$ cat config.mk
export PLATFORM = sky130hd
export DESIGN_NAME = fhl_fault_history_log
export DESIGN_NICKNAME = d
export VERILOG_FILES = /design/src/verilog/fhl_sync3.v /design/src/verilog/fhl_elapsed_timer.v /design/src/verilog/fhl_fault_history_log.v
export VERILOG_INCLUDE_DIRS = /design/src /design/src/verilog
export SDC_FILE = /design/constraint.sdc
export NUM_CORES = 1
export LEC_CHECK = 0
export CORE_UTILIZATION = 45
export CTS_CLUSTER_SIZE = 20
export DETAILED_ROUTE_END_ITERATION = 10
export DONT_BUFFER_PORTS = 1
export GPL_TIMING_DRIVEN = 0
export MAX_ROUTING_LAYER = met4
export SLEW_MARGIN = 10
export SYNTH_ARGS = -nofsm -noshare
export SYNTH_HDL_FRONTEND = slang
export SYNTH_SLANG_ARGS = --single-unit
export TNS_END_PERCENT = 20
$ cat constraint.sdc
create_clock -name pclk -period 2.42 [get_ports pclk]
set_input_delay 0.484 -clock pclk [delete_from_list [all_inputs] [get_ports pclk]]
set_output_delay 0.484 -clock pclk [all_outputs]
set_load 0.01 [all_outputs]
$ cat src/verilog/fhl_regs.vh
// Register map, field widths and timing constants of the fault history log
`ifndef FHL_REGS_VH
`define FHL_REGS_VH

// Word offsets on the APB bus
`define FHL_OFS_STATUS      12'h000
`define FHL_OFS_MASK        12'h004
`define FHL_OFS_CTRL        12'h008
`define FHL_OFS_NOW_HOURS   12'h00c
`define FHL_OFS_NOW_MINUTES 12'h010
`define FHL_OFS_FILL        12'h014
`define FHL_BASE_CODE       12'h040
`define FHL_BASE_HOURS      12'h080
`define FHL_BASE_MINUTES    12'h0c0
`define FHL_BASE_SPAN       12'h040

// Status and mask bits
`define FHL_ST_LOGGED       0
`define FHL_ST_REPEAT       1
`define FHL_ST_BADCODE      2
`define FHL_ST_HRSAT        3
`define FHL_ST_W            4

// Control bits
`define FHL_CTRL_LOG_EN     0
`define FHL_CTRL_TMR_CLR    1
`define FHL_CTRL_RESET      2'h1

// Field widths and limits
`define FHL_CODE_W          7
`define FHL_CODE_MAX        7'h7a
`define FHL_HOURS_W         15
`define FHL_HOURS_MAX       15'h7fff
`define FHL_TENTHS_W        10
`define FHL_TENTHS_WRAP     10'h258
`define FHL_SLOTS           10

// Timing: one tenth of a minute, pclk period 5 ns
`define FHL_TENTH_MIN_MS    6000
`define FHL_PCLK_NS         5
`define FHL_NS_PER_MS       1000000

`endif

$ cat src/verilog/fhl_sync3.v
// Three-stage synchroniser with agreement filter for an asynchronous level
`timescale 1ns/10ps
module fhl_sync3 (
  // Clock and reset
  input  wire pclk,
  input  wire presetn,
  // Level in and filtered level out
  input  wire async_in,
  output reg  level_q
);
  reg s1_q;
  reg s2_q;
  reg s3_q;

  always @(posedge pclk or negedge presetn) begin
    if (!presetn) begin
      s1_q    <= 1'b0;
      s2_q    <= 1'b0;
      s3_q    <= 1'b0;
      level_q <= 1'b0;
    end else begin
      s1_q <= async_in;
      s2_q <= s1_q;
      s3_q <= s2_q;
      // Change counts once the last two stages agree
      if (s2_q == s3_q) begin
        level_q <= s3_q;
      end
    end
  end
endmodule // fhl_sync3

$ cat src/verilog/fhl_elapsed_timer.v
// Elapsed powered-up time counter: tenths of a minute and saturating hours
`timescale 1ns/10ps
`include "fhl_regs.vh"
module fhl_elapsed_timer #(
  parameter [31:0] TICK_CYCLES = 32'd1200000000
) (
  // Clock and reset
  input  wire                       pclk,
  input  wire                       presetn,
  // Control
  input  wire                       clear,
  // Elapsed time
  output reg  [`FHL_HOURS_W-1:0]    hours_q,
  output reg  [`FHL_TENTHS_W-1:0]   tenths_q,
  output wire                       hours_sat
);
  reg  [31:0] div_q;
  wire        tick = (div_q == TICK_CYCLES - 32'd1);

  assign hours_sat = (hours_q == `FHL_HOURS_MAX);

  always @(posedge pclk or negedge presetn) begin
    if (!presetn) begin
      div_q    <= 32'h0;
      hours_q  <= {`FHL_HOURS_W{1'b0}};
      tenths_q <= {`FHL_TENTHS_W{1'b0}};
    end else if (clear) begin
      div_q    <= 32'h0;
      hours_q  <= {`FHL_HOURS_W{1'b0}};
      tenths_q <= {`FHL_TENTHS_W{1'b0}};
    end else begin
      div_q <= tick ? 32'h0 : div_q + 32'd1;
      if (tick) begin
        if (tenths_q == `FHL_TENTHS_WRAP - 10'h1) begin
          tenths_q <= {`FHL_TENTHS_W{1'b0}};
          // Hour count stops at its maximum
          if (!hours_sat) begin // RQ7
            hours_q <= hours_q + 15'h1;
          end
        end else begin
          tenths_q <= tenths_q + 10'h1;
        end
      end
    end
  end
endmodule // fhl_elapsed_timer

$ cat src/verilog/fhl_fault_history_log.v
// Fault history log: ten-slot fault queue with time stamps, APB slave
//
// Function
// RQ1: Each slot holds one past fault code in the range 0 to 122, read-only, slot index = recency.
// RQ2: Faults enter in order of occurrence and slot one always holds the newest.
// RQ3: On a logged fault each slot up to the tenth takes its newer neighbour, the oldest is lost.
// RQ4: A fault equal to the newest recorded one is not logged a second time.
// RQ5: Each logged fault captures the elapsed hour count, 0 to 32767, into its hour stamp.
// RQ6: Each logged fault captures the elapsed minutes, 0.0 to 59.9 in 0.1 steps, into its stamp. The counter wraps after 59.9 (tenths 0 to 599).
// RQ7: The elapsed hour counter saturates and stops at 32767.
// RQ8: Hour and minute stamps shift with their fault code and stay in the same slot.
`timescale 1ns/10ps
`include "fhl_regs.vh"
module fhl_fault_history_log #(
  parameter integer SLOTS       = `FHL_SLOTS,
  parameter [31:0]  TICK_CYCLES = `FHL_TENTH_MIN_MS * (`FHL_NS_PER_MS / `FHL_PCLK_NS)
) (
  // Clock and reset
  input  wire                      pclk,
  input  wire                      presetn,
  // APB slave
  input  wire                      psel,
  input  wire                      penable,
  input  wire                      pwrite,
  input  wire [11:0]               paddr,
  input  wire [31:0]               pwdata,
  input  wire [3:0]                pstrb,
  output wire                      pready,
  output reg  [31:0]               prdata,
  output reg                       pslverr,
  // Fault event from drive logic on pclk
  input  wire                      fault_valid,
  input  wire [`FHL_CODE_W-1:0]    fault_code,
  // Elapsed timer clear from an external pin
  input  wire                      timer_clear_pin,
  // Newest slot and interrupt
  output reg  [`FHL_CODE_W-1:0]    newest_fault_slot,
  output reg                       irq
);
  // History storage, slot 0 is the newest
  wire [`FHL_CODE_W-1:0]   code_q   [0:SLOTS-1];
  wire [`FHL_HOURS_W-1:0]  hours_q  [0:SLOTS-1];
  wire [`FHL_TENTHS_W-1:0] tenths_q [0:SLOTS-1];
  reg  [4:0]               fill_q;

  reg  [`FHL_ST_W-1:0]     status_q;
  reg  [`FHL_ST_W-1:0]     status_d;
  reg  [`FHL_ST_W-1:0]     mask_q;
  reg  [1:0]               ctrl_q;
  reg                      hrsat_q;

  wire [`FHL_HOURS_W-1:0]  elapsed_hours_counter;
  wire [`FHL_TENTHS_W-1:0] elapsed_minutes_counter;
  wire                     hours_sat;
  wire                     pin_clear;

  // Timer clear from pin or software
  fhl_sync3 u_clr_sync (
    .pclk     (pclk),
    .presetn  (presetn),
    .async_in (timer_clear_pin),
    .level_q  (pin_clear)
  );

  fhl_elapsed_timer #(
    .TICK_CYCLES (TICK_CYCLES)
  ) u_timer (
    .pclk      (pclk),
    .presetn   (presetn),
    .clear     (pin_clear | ctrl_q[`FHL_CTRL_TMR_CLR]),
    .hours_q   (elapsed_hours_counter),
    .tenths_q  (elapsed_minutes_counter),
    .hours_sat (hours_sat)
  );

  // Fault qualification
  wire code_ok  = (fault_code <= `FHL_CODE_MAX);                             // RQ1
  wire repeated = (fill_q != 5'h0) && (fault_code == code_q[0]);               // RQ4
  wire log_en   = ctrl_q[`FHL_CTRL_LOG_EN];
  wire take     = fault_valid && log_en && code_ok && !repeated;               // RQ4

  // Shift chain: slot 0 loads the new fault, slot i loads slot i-1
  genvar gi;
  generate
    for (gi = 0; gi < SLOTS; gi = gi + 1) begin : g_slot
      reg  [`FHL_CODE_W-1:0]   slot_code_q;
      reg  [`FHL_HOURS_W-1:0]  slot_hours_q;
      reg  [`FHL_TENTHS_W-1:0] slot_tenths_q;
      wire [`FHL_CODE_W-1:0]   code_in;
      wire [`FHL_HOURS_W-1:0]  hours_in;
      wire [`FHL_TENTHS_W-1:0] tenths_in;
      if (gi == 0) begin : g_head
        assign code_in   = fault_code;                                         // RQ2
        assign hours_in  = elapsed_hours_counter;                              // RQ5
        assign tenths_in = elapsed_minutes_counter;                            // RQ6
      end else begin : g_tail
        assign code_in   = code_q[gi-1];                                       // RQ3
        assign hours_in  = hours_q[gi-1];                                      // RQ8
        assign tenths_in = tenths_q[gi-1];                                     // RQ8
      end
      always @(posedge pclk or negedge presetn) begin
        if (!presetn) begin
          slot_code_q   <= {`FHL_CODE_W{1'b0}};
          slot_hours_q  <= {`FHL_HOURS_W{1'b0}};
          slot_tenths_q <= {`FHL_TENTHS_W{1'b0}};
        end else if (take) begin
          slot_code_q   <= code_in;
          slot_hours_q  <= hours_in;
          slot_tenths_q <= tenths_in;
        end
      end
      assign code_q[gi]   = slot_code_q;
      assign hours_q[gi]  = slot_hours_q;
      assign tenths_q[gi] = slot_tenths_q;
    end
  endgenerate

  // Number of valid entries
  always @(posedge pclk or negedge presetn) begin
    if (!presetn) begin
      fill_q            <= 5'h0;
      newest_fault_slot <= {`FHL_CODE_W{1'b0}};
    end else if (take) begin
      newest_fault_slot <= fault_code;                                         // RQ2
      if (fill_q != SLOTS[4:0]) begin
        fill_q <= fill_q + 5'h1;
      end
    end
  end

  // APB decode
  wire        setup    = psel && !penable;
  wire        access   = psel && penable;
  wire        wr_acc   = access && pwrite;
  wire [11:0] word_a   = {paddr[11:2], 2'b00};
  wire [11:0] slot_off = word_a & (`FHL_BASE_SPAN - 12'h4);
  wire [3:0]  slot_idx = slot_off[5:2];
  wire        slot_hit = (slot_idx < SLOTS[3:0]);
  wire [11:0] region   = word_a & ~(`FHL_BASE_SPAN - 12'h4);

  assign pready = 1'b1;

  reg [31:0] rd_val;
  reg        rd_hit;
  always @* begin
    rd_val = 32'h0;
    rd_hit = 1'b1;
    case (word_a)
      `FHL_OFS_STATUS:      rd_val = {{(32-`FHL_ST_W){1'b0}}, status_q};
      `FHL_OFS_MASK:        rd_val = {{(32-`FHL_ST_W){1'b0}}, mask_q};
      `FHL_OFS_CTRL:        rd_val = {30'h0, ctrl_q};
      `FHL_OFS_NOW_HOURS:   rd_val = {17'h0, elapsed_hours_counter};
      `FHL_OFS_NOW_MINUTES: rd_val = {22'h0, elapsed_minutes_counter};
      `FHL_OFS_FILL:        rd_val = {27'h0, fill_q};
      default: begin
        rd_hit = slot_hit;
        if (!slot_hit) begin
          rd_hit = 1'b0;
        end else if (region == `FHL_BASE_CODE) begin
          rd_val = {25'h0, code_q[slot_idx]};                                  // RQ1
        end else if (region == `FHL_BASE_HOURS) begin
          rd_val = {17'h0, hours_q[slot_idx]};                                 // RQ5
        end else if (region == `FHL_BASE_MINUTES) begin
          rd_val = {22'h0, tenths_q[slot_idx]};                                // RQ6
        end else begin
          rd_hit = 1'b0;
        end
      end
    endcase
  end

  // Only mask and control accept writes
  wire wr_ok = (word_a == `FHL_OFS_MASK) || (word_a == `FHL_OFS_CTRL);

  // Read data captured in the setup cycle, presented in the access cycle
  reg [`FHL_ST_W-1:0] st_snap_q;
  always @(posedge pclk or negedge presetn) begin
    if (!presetn) begin
      prdata    <= 32'h0;
      pslverr   <= 1'b0;
      st_snap_q <= {`FHL_ST_W{1'b0}};
    end else if (setup) begin
      prdata    <= pwrite ? 32'h0 : (rd_hit ? rd_val : 32'h0);
      pslverr   <= pwrite ? !wr_ok : !rd_hit;
      st_snap_q <= (!pwrite && word_a == `FHL_OFS_STATUS) ?
                   status_q : {`FHL_ST_W{1'b0}};
    end else if (access) begin
      prdata  <= 32'h0;
      pslverr <= 1'b0;
    end
  end

  // Mask and control writes
  always @(posedge pclk or negedge presetn) begin
    if (!presetn) begin
      mask_q <= {`FHL_ST_W{1'b0}};
      ctrl_q <= `FHL_CTRL_RESET;
    end else begin
      // Timer clear is a self-clearing strobe
      ctrl_q[`FHL_CTRL_TMR_CLR] <= 1'b0;
      if (wr_acc && pstrb[0]) begin
        if (word_a == `FHL_OFS_MASK) begin
          mask_q <= pwdata[`FHL_ST_W-1:0];
        end
        if (word_a == `FHL_OFS_CTRL) begin
          ctrl_q <= pwdata[1:0];
        end
      end
    end
  end

  // Sticky status, read clears only the bits that were read, set wins
  wire sat_rise = hours_sat && !hrsat_q;
  always @* begin
    status_d = status_q;
    if (access && !pwrite && word_a == `FHL_OFS_STATUS) begin
      status_d = status_q & ~st_snap_q;
    end
    if (take) begin
      status_d[`FHL_ST_LOGGED] = 1'b1;
    end
    if (fault_valid && log_en && code_ok && repeated) begin
      status_d[`FHL_ST_REPEAT] = 1'b1;
    end
    if (fault_valid && log_en && !code_ok) begin
      status_d[`FHL_ST_BADCODE] = 1'b1;
    end
    if (sat_rise) begin
      status_d[`FHL_ST_HRSAT] = 1'b1;
    end
  end

  always @(posedge pclk or negedge presetn) begin
    if (!presetn) begin
      status_q <= {`FHL_ST_W{1'b0}};
      hrsat_q  <= 1'b0;
      irq      <= 1'b0;
    end else begin
      status_q <= status_d;
      hrsat_q  <= hours_sat;
      irq      <= |(status_d & mask_q);
    end
  end
endmodule // fhl_fault_history_log

==> run_results.csv, run 1 <==
group,metric,value,unit
outcome,status,"finished with violations",
outcome,violations,"negative hold slack, max-slew violations, negative setup slack",
timing,relSlewSlack,-50.67,%
die,dieHeight,212.1,um
critical_path,r2r_end,"u_timer.hours_q[13]",
pwr,max-vdd-ir-drop,0.5519,mV
routing,drtAntennaViolNets,0,
synthesis,async_flop_share,100.0,%
finish,final_util,52.87,%
timing,grt_setup_unrepaired,"true",
synthesis,netlist_instances,1527,
synthesis,avgSynthCellArea,13.01,um^2
routing,wl_per_cell,26.38,um
placement,gp_congestion,0.9742,
routing,vias_per_cell,6.043,
synthesis,synth_xor_area_share,1.719,%
global_route,first_global_vias,13555,
critical_path,rrSetupSlack,-30,ps
timing,slew_viol_final,221,
routing,drc,0,
critical_path,path_buf_inv,3,
pwr,power_density,656.0,mW/mm^2
timing,period_minus_slack,2564,ps
global_route,use_met1,37.73,%
global_route,met3_usage,5.111,%
clock_tree,cts_max_path_buffers,3,
critical_path,cp_data_required_time,2880,ps
clock_tree,cts_hold_buf,2,
clock_tree,numCtsBuffers,45,
finish,area_delta_synth_final,15.13,%
finish,fin_nets,1673,
synthesis,synth_top_family_by_area,"multiplexers",
global_route,grt_start_max_net_pins,419,
die,fp.coreArea,0.04327,mm^2
flow_run,maxCapViolations,0,
clock_tree,cts.sinks,418,
synthesis,synth-edff-count,0,
critical_path,worstPathMaxFanout,10,
critical_path,end_kind,"flip-flop",
die,die_w,212.1,um
routing,drt_iter0_drc,1307,
synthesis,netlist_area,0.01987,mm^2
die,dieArea,0.04499,mm^2
critical_path,cp_cell_sequence,"clkbuf_1, buf_2, clkbuf_1, nor3_1, a221oi_1, a21oi_1, o21ai_0, o2bb2ai_1",
placement,dp_hpwl,38900,um
min_path,hold_path_class,"input pin to async pin",
synthesis,ys.flop_type,"dfrtp_1",
placement,portBuffers,0,
timing,whs,-385.9,ps
timing,fin_ws,-144.3,ps
clock_tree,clkLatencyLatePin,590,ps
die,rows,76,
critical_path,crit_slowest_cell,"clkbuf_1",
synthesis,ys_ff_latch,418,
timing,finalHoldViolCount,218,
timing,fin_skew,11.49,ps
synthesis,synth_compound_area_share,6.890,%
clock_tree,root_buffer,"clkbuf_16",
global_route,track_usage,27.64,%
critical_path,start_kind,"input pin",
global_route,grt_pass1_wl,88150,um
critical_path,critPathMostFrequentCell,"clkbuf_1",
timing,tightest_slew,2260,ps
synthesis,synthAdderAreaFrac,0.4283,%
clock_tree,htreeDepth,2,
timing,fmax,0.3900,GHz
pwr,leakage,0.01058,uW
global_route,antenna_found_initial,1,
die,initial_core_util,45.92,%
clock_tree,path_clk_slew,60,ps
critical_path,worst-setup-path-type,"input pin to flip-flop",
timing,period_share,106.0,%
synthesis,synth-simple-area-share,7.866,%
synthesis,yosysSeqAreaShare,52.66,%
timing,finalSetupTns,-211.8,ps
critical_path,r2r-start,"u_timer.div_q[1]",
critical_path,slowest_delay,610,ps
critical_path,path_delay_family,"buffers and inverters",
synthesis,synth_cell_type_count,78,
routing,first_pass_iters,5,
global_route,grt-busiest-layer,"met2",
finish,drive_gt1_share,36.57,%
critical_path,rr_worst_depth,9,
global_route,grtUsageMet2,41.09,%
synthesis,synthMuxAreaShare,27.41,%
clock_tree,cts_tree,"yes",
timing,setup_viol,6,
routing,wl,58590,um
pwr,power,15000,uW
synthesis,yosysWarnings,0,
critical_path,arrival,3030,ps
die,io_pins,104,
global_route,overflow,0,
routing,num_vias,13421,
layout by cell type (no fill, tap or decap), types with 6 or more instances in the layout:
| cell | synthesis | final |
|---|---|---|
| dfrtp_1 | 417 | 411 |
| mux2_2 | 338 | 338 |
| mux2i_1 | 67 | 67 |
| nor2_1 | 66 | 62 |
| nand2_1 | 60 | 59 |
| o21ai_0 | 52 | 50 |
| clkbuf_16 | 0 | 47 |
| mux4_2 | 43 | 43 |
| buf_4 | 25 | 36 |
| a21oi_1 | 37 | 34 |
| clkbuf_1 | 29 | 32 |
| nand3_1 | 31 | 30 |
| xor2_1 | 26 | 26 |
| buf_6 | 1 | 19 |
| conb_1 | 2 | 18 |
| or3_1 | 18 | 16 |
| nor3_1 | 19 | 16 |
| buf_2 | 37 | 15 |
| nand4_1 | 14 | 14 |
| o22ai_1 | 14 | 14 |
| and3_1 | 13 | 13 |
| xnor2_1 | 13 | 13 |
| nor2b_1 | 13 | 13 |
| buf_12 | 0 | 11 |
| inv_1 | 11 | 10 |
| and2_1 | 8 | 8 |
| o211ai_1 | 8 | 8 |
| o31ai_1 | 10 | 8 |
| clkbuf_8 | 0 | 8 |
| a22o_1 | 7 | 7 |
| nand2b_1 | 7 | 7 |
| or2_2 | 6 | 6 |
| buf_8 | 0 | 6 |
| a221o_1 | 6 | 6 |
| clkinv_2 | 0 | 6 |
| a22oi_1 | 6 | 6 |
| o221ai_1 | 6 | 6 |
| bufinv_16 | 0 | 6 |
| dfrtp_2 | 0 | 6 |
layout make-up:
cell class,count,area [um^2]
Antenna cell,1,2.502
Buffer,105,914.6
Clock buffer,66,1328
Clock inverter,11,209.0
Fill cell,3671,20390
Inverter,13,51.30
Multi-Input combinational cell,1007,9045
Sequential cell,418,10470
Tap cell,585,732.0
Timing Repair Buffer,15,122.6
cell usage after synthesis, types with 6 or more instances:
master / count / area, um^2
xnor2_1: 13 / 113.9
dfrtp_1: 417 / 10440
a21oi_1: 37 / 185.2
buf_2: 37 / 185.2
clkbuf_1: 29 / 108.9
mux2_2: 338 / 3806
ha_1: 6 / 75.07
a22o_1: 7 / 61.31
or3_1: 18 / 112.6
buf_1: 14 / 52.55
nand3_1: 31 / 155.2
or2_2: 6 / 37.54
o221ai_1: 6 / 52.55
xor2_1: 26 / 227.7
and2_1: 8 / 50.05
o21ai_0: 52 / 260.3
mux4_2: 43 / 968.4
o31ai_1: 10 / 75.07
and3_1: 13 / 81.33
nand2_1: 60 / 225.2
nand4_1: 14 / 87.58
a221o_1: 6 / 60.06
nor4_1: 7 / 43.79
nor2_1: 66 / 247.7
a221oi_1: 6 / 52.55
nor3_1: 19 / 95.09
o22ai_1: 14 / 87.58
nor2b_1: 13 / 81.33
mux2i_1: 67 / 670.6
inv_1: 11 / 41.29
a22oi_1: 6 / 45.04
o211ai_1: 8 / 60.06
nand2b_1: 7 / 43.79
buf_4: 25 / 187.7
worst max path at each step:
stage / to / from / cells after the start
after CTS: u_timer.hours_q[13] / u_timer.div_q[27] / 7
after detailed placement: prdata[1] / paddr[3] / 9
after global placement: prdata[1] / paddr[3] / 9
after floorplan: irq / paddr[4] / 7
after global routing: prdata[0] / paddr[5] / 8
final: prdata[0] / paddr[5] / 8
flip-flops by register name, indices dropped and copies added (netlist names), 5 cells and up:
name and flops:
u_timer.tenths_q 10, u_timer.hours_q 15, prdata 15, g_slot.slot_tenths_q 100, newest_fault_slot 7, g_slot.slot_code_q 63, fill_q 5, g_slot.slot_hours_q 150
u_timer.div_q 32
kinds of logic after synthesis:
family,count (synthesis)
AO/OA/AOI/OAI,199
XOR/XNOR,39
adder cells (fa/ha/maj),7
buffers and inverters,119
flip-flops,418
multiplexers,448
other,2
AND/OR/NAND/NOR,295
layer usage:
layer | part of all wire (%) | wire [um]
met1 | 43 | 25280
met2 | 46 | 26890
met3 | 7.6 | 4444
met4 | 3.4 | 1982
met5 | 0 | 0
report_power, final:
part | internal, uW | switching [uW] | total [uW]
combinational | 213 | 412 | 624
clock | 4420 | 2880 | 7300
sequential | 7020 | 59.8 | 7080
total | 11700 | 3350 | 15000
repair_timing:
action / 4_1_cts / 5_1_grt
resized for setup: 108 / 76
gates cloned: 0 / 3
buffers inserted: 1 / 10
endpoints found under the hold margin: 420 / 418
setup endpoints to repair: 386 / 374
pin swaps: 2 / 13
stage by stage:
stage / worst slack, ps / hold WS, ps / cells / area, um^2
after floorplan: 55.87 / 188.4 / 1543 / 19930
after global placement: -1372 / 209.1 / 2128 / 20660
after detailed placement: -1362 / 209.8 / 2128 / 20660
after CTS: -26.46 / -410.7 / 2207 / 22500
after global routing: -117.9 / -403.7 / 2220 / 22870
final: -144.3 / -385.9 / 2221 / 22870
No activity file was read; power rests on OpenSTA's default activity.
==> run 2, diff against run 1 <==
--- a/config.mk
+++ b/config.mk
@@ -6,6 +6,7 @@
 export SDC_FILE = /design/constraint.sdc
 export NUM_CORES = 1
 export LEC_CHECK = 0
+export CORE_ASPECT_RATIO = 0.5
 export CORE_UTILIZATION = 45
 export CTS_CLUSTER_SIZE = 20
 export DETAILED_ROUTE_END_ITERATION = 10
==> constraint.sdc (replaced) <==
create_clock -name pclk -period 2.5 [get_ports pclk]
set_input_delay 0.5 -clock pclk [delete_from_list [all_inputs] [get_ports pclk]]
set_output_delay 0.5 -clock pclk [all_outputs]
set_load 0.01 [all_outputs]
==> run_results.csv, run 2 (synthesized netlist as in run 1, its figures left out) <==
group,metric,value,unit
global_route,first_global_vias,13566,
clock_tree,clkLatencyLatePin,550,ps
critical_path,rr_worst_depth,6,
timing,fmax,0.3677,GHz
clock_tree,htreeDepth,2,
min_path,hold_path_class,"input pin to async pin",
critical_path,worst-setup-path-type,"input pin to flip-flop",
timing,period_share,108.8,%
timing,tightest_slew,1785,ps
finish,fin_nets,1666,
routing,wl_per_cell,27.14,um
clock_tree,root_buffer,"clkbuf_16",
routing,drc,0,
finish,fillers,3659,
critical_path,end_kind,"flip-flop",
critical_path,worstPathMaxFanout,10,
pwr,leakage,0.01047,uW
timing,slew_viol_final,172,
placement,portBuffers,0,
pwr,power_density,619.0,mW/mm^2
timing,relSlewSlack,-19.03,%
timing,fin_ws,-219.5,ps
global_route,track_usage,27.89,%
global_route,grt_start_max_net_pins,419,
global_route,antenna_found_initial,1,
routing,wl_met1,27220,um
routing,top_layer_used,"met4",
timing,grt_setup_unrepaired,"true",
die,fp.coreArea,0.04277,mm^2
global_route,grt_pass1_wl,88980,um
clock_tree,cts.sinks,418,
critical_path,rrSetupSlack,70,ps
routing,first_pass_iters,5,
clock_tree,numCtsBuffers,40,
die,dieHeight,150.6,um
finish,drive_gt1_share,36.24,%
finish,final_util,52.78,%
routing,wl_met3,4661,um
routing,num_vias,13456,
routing,vias_per_cell,6.100,
pwr,max-vdd-ir-drop,0.3942,mV
clock_tree,cts_max_path_buffers,3,
finish,layout_common_cells,"dfrtp_1 (410), mux2_2 (338), mux2i_1 (67)",
critical_path,arrival,3200,ps
die,rows,53,
die,initial_core_util,46.45,%
finish,reg_top3,"g_slot.slot_hours_q: 150 flops, g_slot.slot_tenths_q: 100 flops, g_slot.slot_code_q: 63 flops",
finish,largest-register,"g_slot.slot_hours_q",
finish,area_delta_synth_final,13.64,%
die,die_w,299.1,um
routing,wl_met2,26770,um
die,dieArea,0.04504,mm^2
placement,gp_congestion,0.9639,
timing,whs,-342.6,ps
timing,setup_viol,5,
timing,finalHoldViolCount,260,
clock_tree,cts_hold_buf,1,
finish,final_common_cell,"dfrtp_1",
critical_path,cp_data_required_time,2980,ps
timing,period_minus_slack,2720,ps
global_route,overflow,0,
clock_tree,cts_tree,"yes",
placement,dp_hpwl,41170,um
routing,drt_iter0_drc,1045,
die,io_pins,104,
outcome,violations,"negative hold slack, max-capacitance violations, max-slew violations, negative setup slack",
flow_run,maxCapViolations,1,
finish,largest_register_ff_count,150,
critical_path,start_kind,"input pin",
clock_tree,path_clk_slew,70,ps
timing,fin_skew,15.61,ps
routing,drtAntennaViolNets,0,
routing,wl,59870,um
outcome,status,"finished with violations",
==> run 2: cell types whose count changed in the layout (fill, tap and decap cells not counted), moves of 3 or more <==
cell and delta:
buf_6 +9, nor4_2 -3, clkbuf_8 +3, buf_12 -11, nor4_1 +3, clkinv_2 +4
clkbuf_16 -6, clkbuf_1 -3
==> run 2: path summary, 6_finish.rpt <==
kind	start	end
min in group pclk	pwdata[3]	mask_q[3]
setup / recovery	paddr[4]	prdata[6]
hold / removal	presetn	u_timer.div_q[30]
hold reg to reg	u_clr_sync.s1_q	u_clr_sync.s2_q
setup reg to reg	g_slot[7].slot_hours_q[2]	prdata[2]
max in group asynchronous	presetn	g_slot[6].slot_hours_q[0]
==> run 2: final cells by class <==
type	count	area, um^2	area share [%]
plain buffers	105	817.0	3.619
inverters	13	51.30	0.2272
flip-flops and latches	418	10470	46.38
clock inverters	15	205.2	0.9089
multi-input cells	1008	9034	40.02
repair buffers	12	87.58	0.3880
well taps	577	721.9	3.198
diodes	1	2.502	0.01108
clock buffers	57	1186	5.254
==> run 2: repair_timing <==
item                       4_1_cts  5_1_grt
cloned                           0        3
buffers inserted                 0        9
setup endpoints to repair      390      308
pin swaps                        1        6
hold endpoints to repair       419      417
resized for setup               97       49
==> run 2: report_power, final <==
part | internal (uW) | switching [uW] | total [uW]
clock | 3820 | 2670 | 6500
combinational | 207 | 410 | 617
sequential | 6790 | 66.6 | 6860
total | 10800 | 3150 | 14000
==> run 2: metrics by stage <==
| stage | power [uW] | TNS [ps] | cells | instance area [um^2] | setup slack, ps |
|---|---|---|---|---|---|
| 2_1_floorplan | 7298 | 0 | 1543 | 19930 | 119.9 |
| 3_3_place_gp | 7519 | -205440 | 2120 | 20650 | -1358 |
| 3_5_place_dp | 7528 | -213170 | 2121 | 20660 | -1361 |
| 4_1_cts | 14050 | -806.6 | 2193 | 22340 | -109.3 |
| 5_1_grt | 14410 | -310.1 | 2206 | 22580 | -119.7 |
| 6_report | 13980 | -466.2 | 2206 | 22580 | -219.5 |
==> run 2: critical path, cell delays in order <==
cell and delay, ps:
buf_2 150, clkbuf_1 300, nor2_1 1230, a221oi_1 410, or3_1 460, a21oi_1 140
==> run 2: metal layers <==
metal / GRT usage (%) / vias to the layer above
li1: - / 5767
met1: 38.77 / 7146
met2: 41.44 / 460
met3: 6.696 / 83
met4: 6.173 / 0
met5: - / -
